<file path="config.mk">
export PLATFORM = sky130hd
export DESIGN_NAME = mie_core
export DESIGN_NICKNAME = d
export VERILOG_FILES = /design/src/inc/mie_pkg.sv /design/src/design/mie_core.sv
export VERILOG_INCLUDE_DIRS = /design/src /design/src/inc
export SDC_FILE = /design/constraint.sdc
export NUM_CORES = 2
export LEC_CHECK = 0
export BUFFER_PORTS_ARGS = -buffer_cell sky130_fd_sc_hd__buf_2
export CAP_MARGIN = 20
export CORE_MARGIN = 2
export CORE_UTILIZATION = 45
export DETAILED_ROUTE_END_ITERATION = 10
export HOLD_SLACK_MARGIN = 0.12
export PLACE_DENSITY = 0.62
export SETUP_SLACK_MARGIN = 0.02
export SLEW_MARGIN = 20
export SYNTH_ARGS = -nofsm -noshare
export SYNTH_HDL_FRONTEND = slang
export SYNTH_SLANG_ARGS = --single-unit
export TNS_END_PERCENT = 20
</file>
<file path="constraint.sdc">
create_clock -name clk -period 11.1 [get_ports clk]
set_input_delay 2.22 -clock clk [delete_from_list [all_inputs] [get_ports clk]]
set_output_delay 2.22 -clock clk [all_outputs]
set_load 0.02 [all_outputs]
</file>
<file path="src/inc/mie_defs.svh">
// Purpose: constants of the instruction execution slice
// Assumes: one clock at 100 MHz, registers on a plain strobe port
// Notes: offsets, field positions, reset values and cycle counts
`ifndef MIE_DEFS_SVH
`define MIE_DEFS_SVH

// ----------------------------------------
// register offsets
// ----------------------------------------
`define MIE_REG_ACC 8'h00
`define MIE_REG_STATUS 8'h01
`define MIE_REG_PC_LO 8'h02
`define MIE_REG_PC_HI 8'h03
`define MIE_REG_STK_PUSH 8'h04
`define MIE_REG_STK_HI 8'h05
`define MIE_MEM_SEL_BIT 7

// ----------------------------------------
// status field positions
// ----------------------------------------
`define MIE_ST_CARRY 0
`define MIE_ST_HALF 1
`define MIE_ST_ZERO 2
`define MIE_ST_OVF 3
`define MIE_ST_GIE 4

// ----------------------------------------
// reset values and cycle counts
// ----------------------------------------
`define MIE_ACC_RST 8'h00
`define MIE_PC_RST 13'h0000
`define MIE_SP_RST 4'h0
`define MIE_CYC_LONG 2
`define MIE_CYC_SHORT 1

`endif

</file>
<file path="src/inc/mie_pkg.sv">
// Purpose: types of the instruction execution slice
// Assumes: included after mie_defs.svh where needed
// Notes: opcode codes are local to this core
package mie_pkg;

	// instruction selector
	typedef enum logic [4:0] {
		OP_NOP = 5'h00,
		OP_MOV_A_M = 5'h01,
		OP_MOV_A_X = 5'h02,
		OP_MOV_M_A = 5'h03,
		OP_OR_A_M = 5'h04,
		OP_OR_A_X = 5'h05,
		OP_OR_TO_MEM = 5'h06,
		OP_RET = 5'h07,
		OP_RET_A_X = 5'h08,
		OP_INT_RETURN = 5'h09,
		OP_RL = 5'h0A,
		OP_RLA = 5'h0B,
		OP_RLC = 5'h0C,
		OP_RLCA = 5'h0D,
		OP_RR = 5'h0E,
		OP_RRA = 5'h0F,
		OP_RRC = 5'h10,
		OP_RRCA = 5'h11,
		OP_SBC = 5'h12,
		OP_SBC_TO_MEM = 5'h13,
		OP_DEC_SKIP = 5'h14,
		OP_DEC_ACC_SKIP = 5'h15
	} mie_op_t;

	// execution state, one bit gray
	typedef enum logic {
		ST_EXEC = 1'b0,
		ST_DUMMY = 1'b1
	} mie_state_t;

endpackage

</file>
<file path="src/design/mie_core.sv">
// Purpose: executes one slice of an 8-bit instruction set
// Assumes: one instruction offered per ready cycle, ce gates all state
// Notes: data memory and return stack live inside this module
//
// Added by the designer: the address-and-strobe port and the register offsets.
`timescale 1ns/1ps
`include "mie_defs.svh"

module mie_core
	import mie_pkg::*;
(
	input wire logic clk,
	input wire logic reset_n,
	input wire logic ce,
	// instruction offer
	input wire logic instrValid,
	input wire mie_op_t instrOp,
	input wire logic [7:0] instrImm,
	input wire logic [6:0] instrAddr,
	output logic instrReady,
	// register port
	input wire logic [7:0] busAddr,
	input wire logic [7:0] busWdata,
	input wire logic busWr,
	input wire logic busRd,
	output logic [7:0] busRdata,
	// visible state
	output logic [12:0] pcOut,
	output logic [7:0] accOut,
	output logic carryOut,
	output logic halfCarryOut,
	output logic zeroOut,
	output logic overflowOut,
	output logic globalIntEnable,
	output logic skipPulse
);

	// ----------------------------------------
	// state
	// ----------------------------------------
	mie_state_t state_q; // execute or dummy
	logic ready_q; // mirrors execute state
	logic [12:0] pc_q; // program counter
	logic [7:0] acc_q; // working accumulator
	logic carry_q; // carry flag
	logic half_q; // half carry flag
	logic zero_q; // zero flag
	logic ovf_q; // overflow flag
	logic gie_q; // global interrupt enable
	logic skip_q; // dummy cycle is a skip
	logic [7:0] rdata_q; // read data, one cycle late
	logic [7:0] mem_q [128]; // data memory, not reset
	logic [12:0] stack_q [16]; // return stack
	logic [3:0] sp_q; // next free stack slot
	logic [4:0] stkHi_q; // staged upper bits of a push

	// ----------------------------------------
	// datapath wires
	// ----------------------------------------
	logic issue; // instruction taken this cycle
	logic [7:0] opnd; // addressed memory byte
	logic [7:0] accD; // next accumulator
	logic memWe; // memory write by instruction
	logic [7:0] memD; // memory write data
	logic carryD;
	logic halfD;
	logic zeroD;
	logic ovfD;
	logic gieD;
	logic retD; // pop the stack
	logic skipD; // discard next instruction
	logic [8:0] sbcSum; // full subtract sum
	logic [4:0] sbcLow; // low nibble sum
	logic [7:0] orV; // or result
	logic [7:0] decV; // decremented byte
	logic [3:0] spTop; // slot of the top entry
	logic busIdle; // bus may touch core state

	assign issue = ce && instrValid && ready_q;
	assign spTop = sp_q - 4'h1;
	// instruction wins over a bus write in the same cycle
	assign busIdle = ce && !issue;

	// ----------------------------------------
	// execute decode
	// ----------------------------------------
	// one table: result, destination, flags
	always_comb begin
		opnd = mem_q[instrAddr];
		accD = acc_q;
		memWe = 1'b0;
		memD = opnd;
		carryD = carry_q;
		halfD = half_q;
		zeroD = zero_q;
		ovfD = ovf_q;
		gieD = gie_q;
		retD = 1'b0;
		skipD = 1'b0;
		orV = acc_q | opnd;
		decV = opnd - 8'h01;
		// borrow form: a plus inverted m plus carry
		sbcSum = {1'b0, acc_q} + {1'b0, ~opnd} + {8'h00, carry_q};
		sbcLow = {1'b0, acc_q[3:0]} + {1'b0, ~opnd[3:0]} + {4'h0, carry_q};
		unique case (instrOp)
			OP_NOP: begin
				accD = acc_q;
			end
			OP_MOV_A_M: begin
				accD = opnd;
			end
			OP_MOV_A_X: begin
				accD = instrImm;
			end
			OP_MOV_M_A: begin
				memWe = 1'b1;
				memD = acc_q;
			end
			OP_OR_A_M: begin
				accD = orV;
				zeroD = (orV == 8'h00);
			end
			OP_OR_A_X: begin
				accD = acc_q | instrImm;
				zeroD = ((acc_q | instrImm) == 8'h00);
			end
			OP_OR_TO_MEM: begin
				memWe = 1'b1;
				memD = orV;
				zeroD = (orV == 8'h00);
			end
			OP_RET: begin
				retD = 1'b1;
			end
			OP_RET_A_X: begin
				retD = 1'b1;
				accD = instrImm;
			end
			OP_INT_RETURN: begin
				retD = 1'b1;
				gieD = 1'b1;
			end
			OP_RL: begin
				memWe = 1'b1;
				memD = {opnd[6:0], opnd[7]};
			end
			OP_RLA: begin
				accD = {opnd[6:0], opnd[7]};
			end
			OP_RLC: begin
				memWe = 1'b1;
				memD = {opnd[6:0], carry_q};
				carryD = opnd[7];
			end
			OP_RLCA: begin
				accD = {opnd[6:0], carry_q};
				carryD = opnd[7];
			end
			OP_RR: begin
				memWe = 1'b1;
				memD = {opnd[0], opnd[7:1]};
			end
			OP_RRA: begin
				accD = {opnd[0], opnd[7:1]};
			end
			OP_RRC: begin
				memWe = 1'b1;
				memD = {carry_q, opnd[7:1]};
				carryD = opnd[0];
			end
			OP_RRCA: begin
				accD = {carry_q, opnd[7:1]};
				carryD = opnd[0];
			end
			OP_SBC, OP_SBC_TO_MEM: begin
				if (instrOp == OP_SBC) begin
					accD = sbcSum[7:0];
				end else begin
					memWe = 1'b1;
					memD = sbcSum[7:0];
				end
				carryD = sbcSum[8];
				halfD = sbcLow[4];
				zeroD = (sbcSum[7:0] == 8'h00);
				// signs equal in, sign differs out
				ovfD = (acc_q[7] == ~opnd[7]) && (sbcSum[7] != acc_q[7]);
			end
			OP_DEC_SKIP: begin
				memWe = 1'b1;
				memD = decV;
				skipD = (decV == 8'h00);
			end
			OP_DEC_ACC_SKIP: begin
				accD = decV;
				skipD = (decV == 8'h00);
			end
			default: begin
				accD = acc_q; // illegal code acts as no-operation
			end
		endcase
	end

	// ----------------------------------------
	// sequencing
	// ----------------------------------------
	// returns and taken skips spend one dummy cycle
	always_ff @(posedge clk or negedge reset_n) begin
		if (!reset_n) begin
			state_q <= ST_EXEC;
			ready_q <= 1'b1;
		end else if (ce) begin
			if (issue && (retD || skipD)) begin
				state_q <= ST_DUMMY;
				ready_q <= 1'b0;
			end else begin
				state_q <= ST_EXEC;
				ready_q <= 1'b1;
			end
		end
	end

	// marks the dummy cycle of a taken skip
	always_ff @(posedge clk or negedge reset_n) begin
		if (!reset_n) begin
			skip_q <= 1'b0;
		end else if (ce) begin
			skip_q <= issue && skipD;
		end
	end

	// program counter
	always_ff @(posedge clk or negedge reset_n) begin
		if (!reset_n) begin
			pc_q <= `MIE_PC_RST;
		end else if (issue) begin
			// pop on return, else next word
			pc_q <= retD ? stack_q[spTop] : pc_q + 13'h0001;
		end else if (ce && skip_q) begin
			pc_q <= pc_q + 13'h0001; // discarded word passed over
		end
	end

	// ----------------------------------------
	// accumulator and flags
	// ----------------------------------------
	// bus writes only land when no instruction issues
	always_ff @(posedge clk or negedge reset_n) begin
		if (!reset_n) begin
			acc_q <= `MIE_ACC_RST;
		end else if (issue) begin
			acc_q <= accD;
		end else if (busIdle && busWr && busAddr == `MIE_REG_ACC) begin
			acc_q <= busWdata;
		end
	end

	// flags follow the decode table
	always_ff @(posedge clk or negedge reset_n) begin
		if (!reset_n) begin
			carry_q <= 1'b0;
			half_q <= 1'b0;
			zero_q <= 1'b0;
			ovf_q <= 1'b0;
			gie_q <= 1'b0;
		end else if (issue) begin
			carry_q <= carryD;
			half_q <= halfD;
			zero_q <= zeroD;
			ovf_q <= ovfD;
			gie_q <= gieD;
		end else if (busIdle && busWr && busAddr == `MIE_REG_STATUS) begin
			carry_q <= busWdata[`MIE_ST_CARRY];
			half_q <= busWdata[`MIE_ST_HALF];
			zero_q <= busWdata[`MIE_ST_ZERO];
			ovf_q <= busWdata[`MIE_ST_OVF];
			gie_q <= busWdata[`MIE_ST_GIE];
		end
	end

	// ----------------------------------------
	// data memory
	// ----------------------------------------
	// plain array, contents undefined after reset
	always_ff @(posedge clk) begin
		if (issue && memWe) begin
			mem_q[instrAddr] <= memD;
		end else if (busIdle && busWr && busAddr[`MIE_MEM_SEL_BIT]) begin
			mem_q[busAddr[6:0]] <= busWdata;
		end
	end

	// ----------------------------------------
	// return stack
	// ----------------------------------------
	// entries written only by the bus push
	always_ff @(posedge clk) begin
		if (busIdle && busWr && busAddr == `MIE_REG_STK_PUSH) begin
			stack_q[sp_q] <= {stkHi_q, busWdata};
		end
	end

	// pointer wraps; an empty pop reads a stale slot
	always_ff @(posedge clk or negedge reset_n) begin
		if (!reset_n) begin
			sp_q <= `MIE_SP_RST;
		end else if (issue && retD) begin
			sp_q <= spTop;
		end else if (busIdle && busWr && busAddr == `MIE_REG_STK_PUSH) begin
			sp_q <= sp_q + 4'h1;
		end
	end

	// upper bits staged before a push
	always_ff @(posedge clk or negedge reset_n) begin
		if (!reset_n) begin
			stkHi_q <= 5'h00;
		end else if (ce && busWr && busAddr == `MIE_REG_STK_HI) begin
			stkHi_q <= busWdata[4:0];
		end
	end

	// ----------------------------------------
	// register read port
	// ----------------------------------------
	// data stand one cycle after the strobe
	always_ff @(posedge clk or negedge reset_n) begin
		if (!reset_n) begin
			rdata_q <= 8'h00;
		end else if (ce) begin
			if (!busRd) begin
				rdata_q <= 8'h00;
			end else if (busAddr[`MIE_MEM_SEL_BIT]) begin
				rdata_q <= mem_q[busAddr[6:0]];
			end else begin
				unique case (busAddr)
					`MIE_REG_ACC: rdata_q <= acc_q;
					`MIE_REG_STATUS: begin
						rdata_q <= {3'h0, gie_q, ovf_q, zero_q, half_q, carry_q};
					end
					`MIE_REG_PC_LO: rdata_q <= pc_q[7:0];
					`MIE_REG_PC_HI: rdata_q <= {3'h0, pc_q[12:8]};
					`MIE_REG_STK_PUSH: rdata_q <= {4'h0, sp_q};
					`MIE_REG_STK_HI: rdata_q <= {3'h0, stkHi_q};
					// unmapped reads return zero
					default: rdata_q <= 8'h00;
				endcase
			end
		end
	end

	// ----------------------------------------
	// outputs
	// ----------------------------------------
	assign instrReady = ready_q;
	assign busRdata = rdata_q;
	assign pcOut = pc_q;
	assign accOut = acc_q;
	assign carryOut = carry_q;
	assign halfCarryOut = half_q;
	assign zeroOut = zero_q;
	assign overflowOut = ovf_q;
	assign globalIntEnable = gie_q;
	assign skipPulse = skip_q;

	// ----------------------------------------
	// checks
	// ----------------------------------------
	chk_mov_load: assert property (
		@(posedge clk) disable iff (!reset_n)
		issue && instrOp == OP_MOV_A_M |=> acc_q == $past(opnd)
			&& $stable({carry_q, half_q, zero_q, ovf_q}))
	else $error("memory move lost data or touched flags");

	chk_imm_load: assert property (
		@(posedge clk) disable iff (!reset_n)
		issue && instrOp == OP_MOV_A_X |=> acc_q == $past(instrImm))
	else $error("immediate move wrong");

	chk_store_mem: assert property (
		@(posedge clk) disable iff (!reset_n)
		issue && instrOp == OP_MOV_M_A
			|=> mem_q[$past(instrAddr)] == $past(acc_q))
	else $error("store did not reach memory");

	chk_nop_pc: assert property (
		@(posedge clk) disable iff (!reset_n)
		issue && instrOp == OP_NOP
			|=> pc_q == $past(pc_q) + 13'h0001 && $stable(acc_q))
	else $error("no-operation changed state");

	chk_or_zero: assert property (
		@(posedge clk) disable iff (!reset_n)
		issue && instrOp == OP_OR_A_X
			|=> zero_q == (acc_q == 8'h00) && $stable(carry_q))
	else $error("or zero flag wrong");

	chk_ret_long: assert property (
		@(posedge clk) disable iff (!reset_n)
		issue && instrOp == OP_RET |=> !ready_q && state_q == ST_DUMMY)
	else $error("return not two cycles");

	chk_interrupt_return_gie: assert property (
		@(posedge clk) disable iff (!reset_n)
		issue && instrOp == OP_INT_RETURN |=> gie_q)
	else $error("interrupt return left enable clear");

	chk_rlc_carry: assert property (
		@(posedge clk) disable iff (!reset_n)
		issue && instrOp == OP_RLCA
			|=> carry_q == $past(opnd[7]) && acc_q[0] == $past(carry_q))
	else $error("rotate through carry wrong");

	chk_sbc_sum: assert property (
		@(posedge clk) disable iff (!reset_n)
		issue && instrOp == OP_SBC
			|=> acc_q == $past(sbcSum[7:0]) && carry_q == $past(sbcSum[8]))
	else $error("subtract with borrow wrong");

	chk_skip_time: assert property (
		@(posedge clk) disable iff (!reset_n)
		issue && instrOp == OP_DEC_SKIP && opnd == 8'h01
			|=> skip_q && !ready_q ##1 !skip_q)
	else $error("taken skip timing wrong");

endmodule

</file>
## After elaboration in Yosys (flattened, before gate mapping)

Memories as Yosys holds them, arrays and structs flattened.
Cells that the tools add are included.

| cells by class | value |
|---|---|
| bitwise operators | 5 |
| mux-type cells | 44 |
| equality and inequality tests | 34 |
| add/sub/neg operators | 8 |
| reductions and logical operators | 41 |

Operators by type and width:

| cell | count |
|---|---|
| one-hot mux 8 bit (10 select lines) | 1 |
| one-hot mux 8 bit (8 select lines) | 1 |
| 2-to-1 mux 8 bit | 7 |
| one-hot mux 8 bit (6 select lines) | 1 |
| == test 5 x 4 -> 1 bit (second input constant) | 8 |
| zero test 8 bit | 5 |
| 2-to-1 mux 13 bit | 3 |
| == test 5 bit (second input constant) | 6 |
| 2-to-1 mux 1 bit | 25 |
| == test 5 x 3 -> 1 bit (second input constant) | 4 |
| == test 8 x 2 -> 1 bit (second input constant) | 2 |
| == test 8 x 3 -> 1 bit (second input constant) | 2 |
| logical AND 1 bit | 16 |
| OR 8 bit | 2 |
| adder 13 x 1 -> 13 bit (second input constant) | 1 |
| OR reduction 2 bit | 6 |
| inequality test 11 x 2 -> 1 bit (second input constant) | 1 |
| == test 5 x 2 -> 1 bit (second input constant) | 2 |
| adder 8 x 8 -> 9 bit | 1 |
| adder 9 x 1 -> 9 bit | 1 |
| == test 8 x 1 -> 1 bit (second input constant) | 1 |
| 2-to-1 mux 4 bit | 2 |
| NOT 8 bit | 1 |
| AND reduction 2 bit | 4 |
| other kinds (24) | 29 |

| storage, ports and cells | value |
|---|---|
| output and inout bits | 36 |
| bits in registers | 45 |
| input port bits | 42 |
| logic and storage cells | 146 |
| RAM bits | 1232 |
| memories kept | 2 |

Memory list:

| name | words | width | read ports | clocked after Yosys merged registers in | wr ports | RTL line | source |
|---|---|---|---|---|---|---|---|
| mem_q | 128 | 8 | 2 | 0 | 1 | mie_core.sv:52 | `logic [7:0] mem_q [128];` |
| stack_q | 16 | 13 | 1 | 0 | 1 | mie_core.sv:53 | `logic [12:0] stack_q [16];` |

## Longest topological paths before layout

| logic depth | value |
|---|---|
| depth in word-level cells | 11 |
| mapped depth | 26 |
| gate-level depth less buffers | 18 |

## Worst setup path before layout

Ideal clock, no wire load.

| timing path | value |
|---|---|
| path type | input to register |
| from | in instrAddr[0] |
| to | mem mem_q[0][7] (data pin) |
| arrival | 11.725 ns |
| path buffers | 6 |
| cell stages on the path | 21 |
| data required time | 9.779 ns |
| slack | -1.946 ns |
| library setup time | 1.321 ns |
| cell sequence | buf_6 -> buf_6 -> buf_6 -> buf_6 -> buf_6 -> buf_2 -> mux4_2 -> mux4_2 -> o211ai_1 -> nand2_1 -> inv_1 -> ha_1 -> inv_1 -> a21oi_1 -> o21bai_1 -> a21oi_1 -> o31ai_1 -> xnor2_1 -> o221ai_1 -> a211oi_1 -> a311oi_1 |

| between the ends | value |
|---|---|
| word-level cells in the longest chain between the ends | 7 |
| elaborated cells on any way between the ends | 9 |
| those cells by class | 3 x add/sub; 3 x mux; 2 x bitwise; 1 x memory |

RTL lines:

| item | RTL line | source |
|---|---|---|
| from (decl) | mie_core.sv:19 | `input wire logic [6:0] instrAddr,` |
| memory read (128 x 8 bit) (*) | -- |  |
| NOT 8 bit | mie_core.sv:103 | `sbcSum = {1'b0, acc_q} + {1'b0, ~opnd} + {8'h00, carry_q};` |
| adder 8 x 8 -> 9 bit | mie_core.sv:103 |  |
| adder 9 x 1 -> 9 bit | mie_core.sv:103 |  |
| 2-to-1 mux 8 bit | mie_core.sv:176 | `if (instrOp == OP_SBC) begin` |
| one-hot mux 8 bit (8 select lines) (*) | mie_core.sv:105 | `unique case (instrOp)` |
| 2-to-1 mux 8 bit (no source line) (*) | -- |  |
| to (decl) | mie_core.sv:52 |  |

Every way passes the cells marked *; elsewhere a longest branch is shown, timed or not.

## Final worst setup path

| timing path | value |
|---|---|
| from | in instrAddr[1] |
| to | mem mem_q[51][5] (data pin) |

The elaborated chain is that of the path after synthesis.

==> key figures <==
Setup path
  • Crit start category: input pin
  • Reg-to-reg slack, setup: 4570 ps
  • WS Path Type: in -> reg
  • FF-to-FF Start: mem_q[98][2]
  • R2R cell count: 19
  • CP arrival: 9230 ps
  • Endpoint class of the critical path: flop
  • Worst Path Required: 11540 ps
  • Reg2reg end: mem_q[51][5]
  • Crit-path max FO: 83

Global route
  • GRT Overall Usage: 0.272
  • Grt total ovfl: 0
  • First-pass GRT wire length: 265000 µm
  • Largest net degree at the start of global routing: 129
  • Initial antenna violation count: 10
  • Vias in the first global route: 36000

STA
  • WHS: 524 ps
  • Max-slew headroom: 0.202
  • Setup TNS: 0 ps
  • Fin. Hold Viols: 0
  • Worst-Margin Slew: 1190 ps
  • Fin crit share: 0.791
  • Crit path time final: 8780 ps
  • Max Clk Rate: 0.114 GHz
  • Worst Clk Skew: 50.2 ps
  • RSZ-0062 raised after global routing: false
  • Final Slew Violations: 0
  • Final setup viols: 0

Clock network
  • Root Buffer: clkbuf_16
  • H-Tree Depth: 4
  • CTS Buffer Depth: 3
  • Total CTS buffers: 137
  • CTS Hold Bufs: 0
  • Number of setup buffers added after CTS: 0
  • CTS tree: built
  • CTS clock-pin slew for the worst setup and hold paths: 70 ps
  • Post-CTS sizing: 0
  • Clock Sinks: 1277
  • Clk_lat worst skew: 800 ps

Placed design
  • Total placed cells including tap cells: 4981
  • Placed cell areas: 63500 µm²
  • GP Congestion: 0.894
  • IO buf count: 77
  • DP HPWL: 118000 µm

Hold path
  • Worst hold endpoint: busRdata[4]
  • Hold Crit Start: busRdata[4]
  • Cells on Worst Hold Path: 1
  • Worst hold path class: reg -> reg

Synth
  • Count leader, synth: edfxtp_1
  • Post-synthesis sequential area ratio: 0.631
  • Asr flop ratio synth: 0.0352
  • Syn Area/Cell: 18.7 µm²
  • #FFs+latches synth: 1277
  • Synth area leader: edfxtp_1
  • Top cell type's share of synthesized area: 0.612
  • Netlist area before placement: 60400 µm²
  • Ys Warns: 0
  • Post-synth top flop: edfxtp_1
  • Synth cell count leaders: edfxtp_1 (1232), mux4_2 (651), nor2_1 (219)
  • Synthesized Nets: 3295
  • Post-synth EDFFs: 1232
  • Top post-synthesis cells by area: edfxtp_1 (61%), mux4_2 (24%), dfrtp_1 (1.8%), mux2i_1 (1.5%), nor2_1 (1.4%)
  • Cells after Synth: 3229
  • Cell variety after synth: 80

Status
  • Status: finished clean

Detailed routing
  • Remaining antenna violation count: 0
  • Routed vias/inst: 6.79
  • Routed wire per std cell: 35.4 µm
  • Drt initial violations: 4806
  • Via count: 35500
  • Final wirelength: 185000 µm
  • Post-route DRC: 0
  • DR pass1 iterations: 6

Die
  • I/O pin count: 78
  • Die area: 137000 µm²
  • Total core area: 133000 µm²
  • Die X: 370 µm
  • Die Y: 370 µm
  • FP Rows: 134
  • Initial Util: 0.453

Pwr
  • Worst VDD drop: 0.000150 V
  • Pwr dens: 178 nW/µm²
  • Reported leakage power: 21.5 nW

Cells and area
  • Layout area overhead: 12.5%
  • Share of cells above drive strength 1: 0.339
  • Finished Cell Area: 68000 µm²
  • Fin cells: 5228
  • Fillers: 10500
  • Register area: 38100 µm²
  • Final nets: 3420
  • Footprint of the multi-input gates: 21400 µm²

Run
  • Max-cap viol count: 0
==> kinds of logic after synthesis <==
kind of cell	Yosys count	share of synthesized area
adders and majority gates	24	0.00522
muxes	769	0.263
and+or+nand+nor	514	0.0387
buffers and inverters	272	0.0197
DFF	1277	0.631
xor gates and xnor gates	19	0.00275
AOI/OAI and AO/OA	354	0.0398
==> per-layer routing <==
layer	vias to the layer above	wire [µm]	share of wire	track usage
li1	14000	-	-	-
met4	14	7760	0.042	0.109
met5	-	88	0.00048	0
met1	18900	71300	0.39	0.372
met3	402	17900	0.097	0.0577
met2	2215	88100	0.48	0.428
==> state kept, by name, indices dropped and copies added, names as in the netlist, 4 cells and up <==
register	flops
mem_q	1024
stack_q	208
pcOut	13
accOut	8
busRdata	8
stkHi_q	5
sp_q	4
==> through the flow <==
| stage | util | total power, mW | setup WS [ps] |
|---|---|---|---|
| 2_1_floorplan | - | 6.97 | 291 |
| 3_3_place_gp | 0.475 | 7.61 | 1870 |
| 3_5_place_dp | 0.476 | 7.64 | 1680 |
| 4_1_cts | 0.510 | 12.2 | 2520 |
| 5_1_grt | 0.510 | 12.5 | 1900 |
| 6_report | 0.510 | 12.1 | 2320 |
==> placed cells by master, fill, tap and decap left out, types with 11 or more instances in the layout <==
| master | synthesis | routed |
|---|---|---|
| edfxtp_1 | 1232 | 1232 |
| mux4_2 | 651 | 651 |
| nor2_1 | 219 | 177 |
| clkbuf_16 | 0 | 137 |
| buf_4 | 14 | 130 |
| nand2_1 | 125 | 124 |
| mux2i_1 | 91 | 89 |
| a21oi_1 | 82 | 81 |
| buf_2 | 35 | 71 |
| o21ai_0 | 64 | 61 |
| dfrtp_1 | 44 | 43 |
| nor2_2 | 0 | 41 |
| inv_1 | 33 | 33 |
| clkinv_1 | 2 | 30 |
| a22oi_1 | 28 | 28 |
| nand3_1 | 27 | 27 |
| mux2_2 | 27 | 27 |
| o221ai_1 | 26 | 26 |
| nand2b_1 | 24 | 24 |
| nor3_1 | 28 | 24 |
| clkbuf_1 | 141 | 22 |
| ha_1 | 22 | 21 |
| o22ai_1 | 20 | 20 |
| clkinv_2 | 0 | 17 |
| a31oi_1 | 17 | 15 |
| nand4_1 | 13 | 13 |
| nor2b_1 | 13 | 12 |
| nor4_1 | 13 | 12 |
| a211oi_1 | 13 | 12 |
| bufinv_16 | 0 | 12 |
| o22a_1 | 11 | 11 |
| xnor2_1 | 12 | 11 |
==> final cells by class <==
type	count	area share
Timing Repair Buffer	222	0.0245
Sequential cell	1277	0.561
Antenna cell	3	0.000110
Clock inverter	81	0.0134
Tap cell	1768	0.0326
Multi-Input combinational cell	1680	0.314
Inverter	36	0.00203
Clock buffer	161	0.0521
==> power breakdown <==
| part | total (mW) | internal [mW] | switching [mW] |
|---|---|---|---|
| Clock | 4.56 | 2.59 | 1.97 |
| Sequential | 5.64 | 5.51 | 0.127 |
| Combinational | 1.91 | 0.768 | 1.14 |
| Total | 12.1 | 8.87 | 3.24 |
==> worst max-delay path, cell delays in order <==
cell and delay (ps):
buf_8 470, buf_4 540, mux4_2 280, mux4_2 240, o22ai_1 90, nor3_1 840
a31oi_1 300, nand2_1 370, inv_1 220, ha_1 360, inv_1 60, a21oi_1 200
o21bai_1 110, a21oi_1 220, xor2_1 260, a311oi_1 160, o221ai_1 160, a21oi_1 70
a21oi_1 140, o31a_2 760, buf_4 740
==> worst max-delay path by stage <==
stage / end / start / cells past startpoint / slack, ps
2_1_floorplan: mem_q[0][3] / instrAddr[0] / 19 / 290
3_3_place_gp: mem_q[54][5] / instrAddr[0] / 21 / 1870
3_5_place_dp: mem_q[50][5] / instrAddr[0] / 21 / 1680
4_1_cts: mem_q[50][5] / instrAddr[0] / 21 / 2520
5_1_grt: mem_q[62][5] / instrAddr[0] / 21 / 1900
6_report: mem_q[51][5] / instrAddr[1] / 21 / 2320
No activity file was read; power rests on OpenSTA's default activity.
